**config.mk**
```make
export PLATFORM = sky130hd
export DESIGN_NAME = wwd_top
export DESIGN_NICKNAME = d
export VERILOG_FILES = /design/src/rtl/wwd_pkg.sv /design/src/rtl/wwd_prescaler.sv /design/src/rtl/wwd_top.sv
export SDC_FILE = /design/constraint.sdc
export NUM_CORES = 1
export LEC_CHECK = 0
export BUFFER_PORTS_ARGS = -buffer_cell sky130_fd_sc_hd__buf_4
export CORE_MARGIN = 3
export CORE_UTILIZATION = 32
export CTS_CLUSTER_DIAMETER = 80
export DETAILED_ROUTE_END_ITERATION = 8
export PLACE_DENSITY_LB_ADDON = 0.05
export SETUP_SLACK_MARGIN = 0.1
export SLEW_MARGIN = 25
export SYNTH_ARGS = -nofsm -noshare
export SYNTH_HDL_FRONTEND = slang
export SYNTH_SLANG_ARGS = --single-unit
export TNS_END_PERCENT = 1
```
**constraint.sdc**
```tcl
create_clock -name CORE_CLK -period 2.4 [get_ports CORE_CLK]
set_input_delay 0.12 -clock CORE_CLK [delete_from_list [all_inputs] [get_ports CORE_CLK]]
set_output_delay 0.12 -clock CORE_CLK [all_outputs]
set_load 0.02 [all_outputs]
```
**src/rtl/wwd_pkg.sv**
```systemverilog
// package: register map, field positions, reset values and counts of the windowed watchdog
package wwd_pkg;

  // ==========================================================================
  // register map (byte addresses, one 32-bit word each)
  // ==========================================================================
  localparam int          ADDR_W         = 5;
  localparam logic [4:0]  OFS_CTRL       = 5'h00;
  localparam logic [4:0]  OFS_RELOAD     = 5'h04;
  localparam logic [4:0]  OFS_WINDOW     = 5'h08;
  localparam logic [4:0]  OFS_SERVICE    = 5'h0C;
  localparam logic [4:0]  OFS_COUNT      = 5'h10;
  localparam logic [4:0]  OFS_STATUS     = 5'h14;
  localparam logic [4:0]  OFS_MASK       = 5'h18;
  localparam logic [4:0]  OFS_PREWARN    = 5'h1C;

  // ==========================================================================
  // field positions
  // ==========================================================================
  localparam int          CTRL_ENABLE    = 0;
  localparam int          CTRL_DIVSEL    = 1;
  localparam int          CTRL_WINEN     = 2;
  localparam int          STAT_OVERFLOW  = 0;
  localparam int          STAT_INVALID   = 1;
  localparam int          STAT_PREWARN   = 2;
  localparam int          STAT_SYSRESET  = 3;

  // ==========================================================================
  // reset values
  // ==========================================================================
  localparam logic [2:0]  CTRL_RESET     = 3'h0;
  localparam logic [7:0]  RELOAD_RESET   = 8'h00;
  localparam logic [7:0]  WINDOW_RESET   = 8'h00;
  localparam logic [1:0]  MASK_RESET     = 2'h0;
  localparam logic [31:0] RDATA_NONE     = 32'h0000_0000;

  // ==========================================================================
  // counts
  // ==========================================================================
  localparam logic [15:0] COUNT_TOP      = 16'hFFFF;
  localparam logic [7:0]  LOW_BYTE_ZERO  = 8'h00;
  localparam logic [5:0]  PREWARN_TICKS  = 6'h30;
  localparam logic [5:0]  PREWARN_LAST   = PREWARN_TICKS - 6'h01;
  localparam logic [6:0]  DIV_FAST_LAST  = 7'h01;  // peripheral clock / 2
  localparam logic [6:0]  DIV_SLOW_LAST  = 7'h7F;  // peripheral clock / 128

  // ==========================================================================
  // watchdog states
  // ==========================================================================
  typedef enum logic [3:0] {
    WWD_IDLE    = 4'b0001,
    WWD_COUNT   = 4'b0010,
    WWD_PREWARN = 4'b0100,
    WWD_RESET   = 4'b1000
  } wwd_state_type;

endpackage : wwd_pkg

```
**src/rtl/wwd_prescaler.sv**
```systemverilog
// module: input clock divider of the watchdog, one tick per 2 or 128 clocks
`timescale 1ns/1ps
module wwd_prescaler
  import wwd_pkg::*;
(
  input  logic CORE_CLK,
  input  logic ARST_N,
  input  logic DIV_SELECT,
  input  logic RESTART,
  output logic TICK
);

  logic [6:0] div_cnt;
  logic [6:0] next_div_cnt;
  logic [6:0] div_last;

  // ==========================================================================
  // divider
  // ==========================================================================
  // restart keeps the service-to-overflow time exact, not short by a fraction
  always_comb begin
    div_last     = DIV_SELECT ? DIV_SLOW_LAST : DIV_FAST_LAST;  // RULE6
    TICK         = (div_cnt >= div_last) && !RESTART;
    next_div_cnt = div_cnt + 7'h01;
    if (RESTART || TICK) begin
      next_div_cnt = 7'h00;
    end
  end

  always_ff @(posedge CORE_CLK or negedge ARST_N) begin
    if (!ARST_N) begin
      div_cnt <= 7'h00;
    end else begin
      div_cnt <= next_div_cnt;
    end
  end

endmodule : wwd_prescaler

```
**src/rtl/wwd_top.sv**
```systemverilog
// module: windowed watchdog timer with Avalon-MM register slave and interrupt
//
// Functional notes
// RULE1: unserviced overflow raises NMI and enters prewarning
// RULE2: prewarning lasts 30h ticks, then system reset
// RULE3: refresh inside window: prewarning, no NMI
// RULE4: window spans 0000h to window byte, 00h
// RULE5: valid service reloads reload byte times 256
// RULE6: tick is clock divided by 2 or 128
// RULE7: software writes reload byte to set period
// RULE8: period is divider times (65536 - reload*256)
// RULE9: window byte above reload shortens usable period
// RULE10: software keeps window byte not below reload
// RULE11: refreshes ignored once prewarning has started
//
// Implementation choices: the address map and the Avalon-MM interface to the registers.
`timescale 1ns/1ps
module wwd_top
  import wwd_pkg::*;
(
  input  logic        CORE_CLK,
  input  logic        ARST_N,
  input  logic [4:0]  AVS_ADDRESS,
  input  logic        AVS_READ,
  input  logic        AVS_WRITE,
  input  logic [31:0] AVS_WRITEDATA,
  input  logic [3:0]  AVS_BYTEENABLE,
  output logic [31:0] AVS_READDATA,
  output logic        AVS_WAITREQUEST,
  output logic        IRQ,
  output logic        WATCHDOG_NMI_REQUEST,
  output logic        WATCHDOG_SYSTEM_RESET
);

  // ==========================================================================
  // declarations
  // ==========================================================================
  wwd_state_type state;
  wwd_state_type next_state;

  logic [15:0] watchdog_counter;
  logic [15:0] next_watchdog_counter;
  logic [5:0]  prewarn_cnt;
  logic [5:0]  next_prewarn_cnt;
  logic        nmi;
  logic        next_nmi;
  logic        sysrst;
  logic        next_sysrst;

  logic [2:0]  ctrl;
  logic [2:0]  next_ctrl;
  logic [7:0]  reload_high_byte;
  logic [7:0]  next_reload_high_byte;
  logic [7:0]  window_boundary_byte;
  logic [7:0]  next_window_boundary_byte;
  logic [1:0]  status;
  logic [1:0]  next_status;
  logic [1:0]  mask;
  logic [1:0]  next_mask;

  logic        ack;
  logic        next_ack;
  logic [31:0] rdata;
  logic [31:0] next_rdata;

  logic        bus_req;
  logic        wr_commit;
  logic        rd_capture;
  logic        wr_lane0;
  logic        service_req;
  logic        tick;
  logic        pres_restart;
  logic        evt_overflow;
  logic        evt_invalid;
  logic        locked;
  logic        input_divider_select;

  // ==========================================================================
  // functions
  // ==========================================================================
  // counter value at which the watchdog restarts after a valid service
  function automatic logic [15:0] reload_point(input logic [7:0] hi);
    reload_point = {hi, LOW_BYTE_ZERO};  // RULE5
  endfunction : reload_point

  // true while a refresh would land inside the forbidden window
  function automatic logic in_window(input logic [15:0] cnt,
                                     input logic [7:0]  win);
    in_window = (cnt <= {win, LOW_BYTE_ZERO});  // RULE4
  endfunction : in_window

  // address match against one register offset; callers gate it with wr_lane0
  function automatic logic hit(input logic [4:0] addr,
                               input logic [4:0] ofs);
    hit = (addr == ofs);
  endfunction : hit

  // ==========================================================================
  // divider instance
  // ==========================================================================
  assign input_divider_select = ctrl[CTRL_DIVSEL];

  wwd_prescaler u_prescaler (
    .CORE_CLK   (CORE_CLK),
    .ARST_N     (ARST_N),
    .DIV_SELECT (input_divider_select),
    .RESTART    (pres_restart),
    .TICK       (tick)
  );

  // ==========================================================================
  // bus handshake
  // ==========================================================================
  // every access takes two edges: capture, then answer with waitrequest low
  // only byte lane 0 gates a write: every field sits in the low bytes
  // a request right after the answer waits one cycle again, like the first
  always_comb begin
    bus_req         = AVS_READ || AVS_WRITE;
    AVS_WAITREQUEST = bus_req && !ack;
    wr_commit       = AVS_WRITE && ack;
    rd_capture      = AVS_READ && !ack;
    wr_lane0        = wr_commit && AVS_BYTEENABLE[0];
    next_ack        = bus_req && !ack;
    service_req     = wr_lane0 && hit(AVS_ADDRESS, OFS_SERVICE);
  end

  always_ff @(posedge CORE_CLK or negedge ARST_N) begin
    if (!ARST_N) begin
      ack <= 1'b0;
    end else begin
      ack <= next_ack;
    end
  end

  // ==========================================================================
  // watchdog sequence
  // ==========================================================================
  // once prewarning starts software can neither stop nor refresh the timer
  always_comb begin
    locked = (state == WWD_PREWARN) || (state == WWD_RESET);  // RULE11
  end

  // next state, counter, prewarning count and both watchdog outputs
  // the counter stands still in prewarning; only prewarn_cnt advances
  always_comb begin
    next_state            = state;
    next_watchdog_counter = watchdog_counter;
    next_prewarn_cnt      = prewarn_cnt;
    next_nmi              = nmi;
    next_sysrst           = sysrst;
    pres_restart          = 1'b0;
    evt_overflow          = 1'b0;
    evt_invalid           = 1'b0;
    case (state)
      WWD_IDLE: begin
        if (ctrl[CTRL_ENABLE]) begin
          next_watchdog_counter = reload_point(reload_high_byte);
          pres_restart          = 1'b1;
          next_state            = WWD_COUNT;
        end
      end
      WWD_COUNT: begin
        if (!ctrl[CTRL_ENABLE]) begin
          next_state = WWD_IDLE;
        end else if (service_req) begin
          pres_restart = 1'b1;
          // boundary inclusive: a count equal to {window,00} is still early
          if (ctrl[CTRL_WINEN] && in_window(watchdog_counter, window_boundary_byte)) begin
            // early refresh: prewarning without the NMI
            next_prewarn_cnt = 6'h00;  // RULE3
            evt_invalid      = 1'b1;  // RULE3
            next_state       = WWD_PREWARN;  // RULE3
          end else begin
            // window above reload leaves only the tail as usable period
            next_watchdog_counter = reload_point(reload_high_byte);  // RULE5 RULE9
          end
        end else if (tick) begin
          if (watchdog_counter == COUNT_TOP) begin
            next_nmi         = 1'b1;  // RULE1
            evt_overflow     = 1'b1;  // RULE1
            next_prewarn_cnt = 6'h00;
            next_state       = WWD_PREWARN;  // RULE1
          end else begin
            // from reload point, overflow comes after 65536-reload*256 ticks
            next_watchdog_counter = watchdog_counter + 16'h0001;  // RULE8
          end
        end
      end
      WWD_PREWARN: begin
        if (tick) begin
          if (prewarn_cnt == PREWARN_LAST) begin
            next_sysrst = 1'b1;  // RULE2
            next_state  = WWD_RESET;  // RULE2
          end else begin
            next_prewarn_cnt = prewarn_cnt + 6'h01;  // RULE2
          end
        end
      end
      WWD_RESET: begin
        // held until the system reset comes back on ARST_N
        // software has no way out here: a due reset cannot be cancelled
        next_sysrst = 1'b1;
      end
      default: begin
        next_state = WWD_IDLE;
      end
    endcase
  end

  always_ff @(posedge CORE_CLK or negedge ARST_N) begin
    if (!ARST_N) begin
      state            <= WWD_IDLE;
      watchdog_counter <= 16'h0000;
      prewarn_cnt      <= 6'h00;
      nmi              <= 1'b0;
      sysrst           <= 1'b0;
    end else begin
      state            <= next_state;
      watchdog_counter <= next_watchdog_counter;
      prewarn_cnt      <= next_prewarn_cnt;
      nmi              <= next_nmi;
      sysrst           <= next_sysrst;
    end
  end

  // ==========================================================================
  // register writes
  // ==========================================================================
  // reload byte sets the period; new value applies at next service
  // enable is frozen once prewarning runs; reload and window stay writable
  always_comb begin
    next_ctrl                 = ctrl;
    next_reload_high_byte     = reload_high_byte;
    next_window_boundary_byte = window_boundary_byte;
    next_mask                 = mask;
    if (wr_lane0) begin
      if (hit(AVS_ADDRESS, OFS_CTRL) && !locked) begin
        next_ctrl = AVS_WRITEDATA[2:0];  // RULE11
      end
      if (hit(AVS_ADDRESS, OFS_RELOAD)) begin
        next_reload_high_byte = AVS_WRITEDATA[7:0];  // RULE7
      end
      if (hit(AVS_ADDRESS, OFS_WINDOW)) begin
        next_window_boundary_byte = AVS_WRITEDATA[7:0];  // RULE10
      end
      if (hit(AVS_ADDRESS, OFS_MASK)) begin
        next_mask = AVS_WRITEDATA[1:0];
      end
    end
  end

  always_ff @(posedge CORE_CLK or negedge ARST_N) begin
    if (!ARST_N) begin
      ctrl                 <= CTRL_RESET;
      reload_high_byte     <= RELOAD_RESET;
      window_boundary_byte <= WINDOW_RESET;
      mask                 <= MASK_RESET;
    end else begin
      ctrl                 <= next_ctrl;
      reload_high_byte     <= next_reload_high_byte;
      window_boundary_byte <= next_window_boundary_byte;
      mask                 <= next_mask;
    end
  end

  // ==========================================================================
  // sticky status and interrupt
  // ==========================================================================
  // a new event in the clearing cycle wins, so none is lost
  // bits 2 and 3 of the status word are live state, not stored here
  always_comb begin
    next_status = status;
    if (wr_lane0 && hit(AVS_ADDRESS, OFS_STATUS)) begin
      next_status = status & ~AVS_WRITEDATA[1:0];
    end
    if (evt_overflow) begin
      next_status[STAT_OVERFLOW] = 1'b1;
    end
    if (evt_invalid) begin
      next_status[STAT_INVALID] = 1'b1;
    end
  end

  always_ff @(posedge CORE_CLK or negedge ARST_N) begin
    if (!ARST_N) begin
      status <= 2'h0;
    end else begin
      status <= next_status;
    end
  end

  // ==========================================================================
  // read data
  // ==========================================================================
  // captured at the first edge, presented while waitrequest is low
  always_comb begin
    next_rdata = rdata;
    if (rd_capture) begin
      case (AVS_ADDRESS)
        OFS_CTRL: begin
          next_rdata = {29'h000_0000, ctrl};
        end
        OFS_RELOAD: begin
          next_rdata = {24'h00_0000, reload_high_byte};
        end
        OFS_WINDOW: begin
          next_rdata = {24'h00_0000, window_boundary_byte};
        end
        OFS_COUNT: begin
          next_rdata = {16'h0000, watchdog_counter};
        end
        // bit3 reset out, bit2 locked, bits 1:0 sticky events
        OFS_STATUS: begin
          next_rdata = {28'h000_0000, sysrst, locked, status};
        end
        OFS_MASK: begin
          next_rdata = {30'h000_0000, mask};
        end
        OFS_PREWARN: begin
          next_rdata = {26'h00_0000, prewarn_cnt};
        end
        default: begin
          next_rdata = RDATA_NONE;  // service and unmapped read zero
        end
      endcase
    end
  end

  always_ff @(posedge CORE_CLK or negedge ARST_N) begin
    if (!ARST_N) begin
      rdata <= RDATA_NONE;
    end else begin
      rdata <= next_rdata;
    end
  end

  // ==========================================================================
  // outputs
  // ==========================================================================
  // irq follows the registers directly, so a clear drops it at the same edge as the status bit
  assign AVS_READDATA          = rdata;
  assign IRQ                   = |(status & mask);
  assign WATCHDOG_NMI_REQUEST  = nmi;
  assign WATCHDOG_SYSTEM_RESET = sysrst;

endmodule : wwd_top

```
==> results.md <==
- Initial antenna violation count: 0
- Drt first pass iters: 4
- Reg power frac: 38.5%
- Vias in the first global route: 3590
- Fin nets: 583
- Gp weighted congestion: 0.8646
- Crit path time final: ~2.2 ns
- Root Buffer: clkbuf_16
- Die height: 124.2 µm
- Max-slew headroom: a little over half
- First-pass GRT wire length: 19.93 mm
- Final Max Slew Viols: 0
- Max FO, Critical Path: 11
- Clock Power Share: a little over a third
- Synthesized area per cell: 9.697 µm²
- Cell Int Power: 2.900 mW
- Critical Path RT: 2.63 ns
- Most frequent cells in the layout: dfrtp_1, buf_4, nand2_1
- Clk slew on worst S/H paths: 0.06 ns
- Die area: 15420 µm²
- Max IR drop VDD: 0.4256 mV
- Crit Path Class: flip-flop to flip-flop
- Fmax: 446.1 MHz
- Post-DP HPWL: 9.461 mm
- DR WL/cell: 18.22 µm
- Die X: 124.2 µm
- Core ar.: 13450 µm²
- Sequential share of the synthesized area: a little over two fifths
- # rows: 42
- Worst-skew pair later-pin latency: 0.35 ns
- YS warnings: 0
- Starting Density: about a third
- Nature of the critical path endpoint: flip-flop
- N_diodes: 0
- Avg Vias per Cell: 5.291
- EDFF count, synth: 0
- Power Density: 774.4 nW/µm²
- GR Util All Layers: ~17%
- CTS HTree Levels: 3
- Final TNS setup: 0 ns
- P&R area growth vs syn: 21.44%
- Synthesized instance count: around 460
- Most common cell after layout, fill and taps aside: dfrtp_1
- Final core utilization: 40.36%
- Setup violators final: 0
- #FFs+latches synth: 75
- Largest net degree at the start of global routing: 76
- Max-cap violation count: 0
- Prevailing post-synth register cell: dfrtp_1
- Leakage: between 2 and 2.5 nW
- TritonCTS clock tree: built
- Worst min path class: input pin to flip-flop
- Clock Skew: 0.003598 ns
- Switch Pwr: 1.304 mW
- Placed cell area: approximately 5000 µm²
- Gr ovfl total: 0
- Combinational share of power: 25.2%
- DR iter-0 viols: 220
- Clock Sinks: 75
- Residual DRC: 0
- Antenna viol nets, final: 0
- CP startpoint kind: flip-flop
- Outcome: finished clean
- CTS Buf Count: 9
- Top area cells in the synthesized netlist: dfrtp_1, ha_1, mux2_2
- Vias after detailed routing: 3709
- Share of layout cells above drive strength 1: between 20 and 25%
- Actual slew at the worst max-slew pin: 0.7127 ns
- Final Power: 4.204 mW
- Design area: 5429 µm²
- Yosys top cell area share: about two fifths
- Switching power share of the total: 31.02%
- Port bufs: 37
- Final Hold Vio Count: 0
- Synth cell types: 71
- RSZ-0062 raised after global routing: yes
- Tcrit/Tclk final: 93.39%
- Ports: 81
- Largest area contributor in the netlist: dfrtp_1
- Filler cells: 1370
- Ys async rst share: 100.0%
- Mapped cell area: 4471 µm²
- Clock Tree Buf Depth: 2
- Critical Path AT: between 2 and 2.5 ns
- Final WL: 12.77 mm
state kept, by name (all words and copies together) (netlist names):
name	count
ack	1
reload_high_byte	8
WATCHDOG_NMI_REQUEST	1
watchdog_counter	16
status	2
window_boundary_byte	8
prewarn_cnt	6
mask	2
ctrl	3
state	4
u_prescaler.div_cnt	7
WATCHDOG_SYSTEM_RESET	1
AVS_READDATA	16
cells by family after synthesis:
| group | count (synthesis) | share of synthesized area, % |
|---|---|---|
| and+or+nand+nor | 161 | 18.84 |
| AOI/OAI and AO/OA | 117 | 19.37 |
| DFF | 75 | 42.01 |
| buffers and inverters | 55 | 6.381 |
| muxes | 28 | 7.109 |
| adders and majority gates | 18 | 5.038 |
| xor gates and xnor gates | 6 | 1.176 |
| other | 1 | 0.08388 |
power groups by stage:
| stage | sequential, mW | combinational, mW | clock, mW |
|---|---|---|---|
| CTS | 1.62 | 1.05 | 1.57 |
| floorplan | 1.64 | 0.635 | 0 |
| detailed placement | 1.64 | 1.04 | 0 |
| finish | 1.62 | 1.06 | 1.52 |
| global placement | 1.64 | 1.02 | 0 |
| global route | 1.65 | 1.22 | 1.61 |
what timing repair did:
action                     4_1_cts  5_1_grt
buffers inserted                 0        1
hold buffers                     3        0
resized for setup                2        9
pin swaps                        0        1
setup endpoints to repair        1       16
hold endpoints to repair        49        0
layer usage:
| layer | track usage [%] | routed length, µm |
|---|---|---|
| met2 | 26.66 | 6008 |
| met4 | 6.297 | 244 |
| met3 | 3.860 | 519 |
| met5 | 0 | 0 |
| met1 | 24.33 | 5998 |
cell type report:
cell class	instances	area (µm²)	area share (%)
clock buffers	12	256.5	4.725
repair buffers	68	521.8	9.610
multi-input cells	346	2404	44.27
well taps	176	220.2	4.056
inverters	20	75.07	1.383
clock inverters	4	72.57	1.337
flip-flops and latches	75	1879	34.62
synthesized netlist by cell type, types with 4 or more instances:
master,instances
a211oi_1,5
nand2_1,38
o21a_1,4
and2_1,8
o21ai_0,21
a22o_1,14
nor3_1,8
nand4_1,8
a41oi_1,4
nand3_1,24
mux2i_1,7
a221oi_1,6
buf_2,6
nor2b_1,9
a311oi_1,5
ha_1,18
a21oi_1,20
clkbuf_1,9
mux2_2,20
nor2_1,32
a31oi_1,9
buf_4,17
dfrtp_1,74
inv_1,20
and3_1,11
metrics by stage:
step / cells / setup WS [ns] / hold slack (ns)
floorplan: 476 / 0.1923 / -0.1756
global placement: 681 / 0.08555 / 0.3564
detailed placement: 681 / 0.04829 / 0.3693
CTS: 700 / 0.1160 / 0.001379
global route: 701 / 0.03586 / 0.006946
finish: 701 / 0.1585 / 0.01654
worst paths after layout:
path	cells after the start	endpoint	slack (ns)	start
hold / removal	2	reload_high_byte[5]$_DFFE_PN0P_	0.02	AVS_WRITEDATA[5]
min in group asynchronous	2	AVS_READDATA[11]$_DFFE_PN0P_	0.39	ARST_N
setup reg to reg	8	watchdog_counter[13]$_DFFE_PN0P_	0.16	watchdog_counter[13]$_DFFE_PN0P_
hold reg to reg	1	WATCHDOG_NMI_REQUEST$_DFFE_PN0P_	0.47	WATCHDOG_NMI_REQUEST$_DFFE_PN0P_
max in group asynchronous	2	watchdog_counter[0]$_DFFE_PN0P_	1.51	ARST_N
setup / recovery	8	watchdog_counter[13]$_DFFE_PN0P_	0.16	watchdog_counter[13]$_DFFE_PN0P_
critical path, cell delays in order (launching register included):
cell	delay (ns)
dfrtp_1	0.39
ha_1	0.32
a211o_1	0.30
o211ai_1	0.12
and4_4	0.31
o21a_4	0.16
nor3_2	0.05
buf_4	0.18
a221o_1	0.30
(Power assumes the default switching activity.)
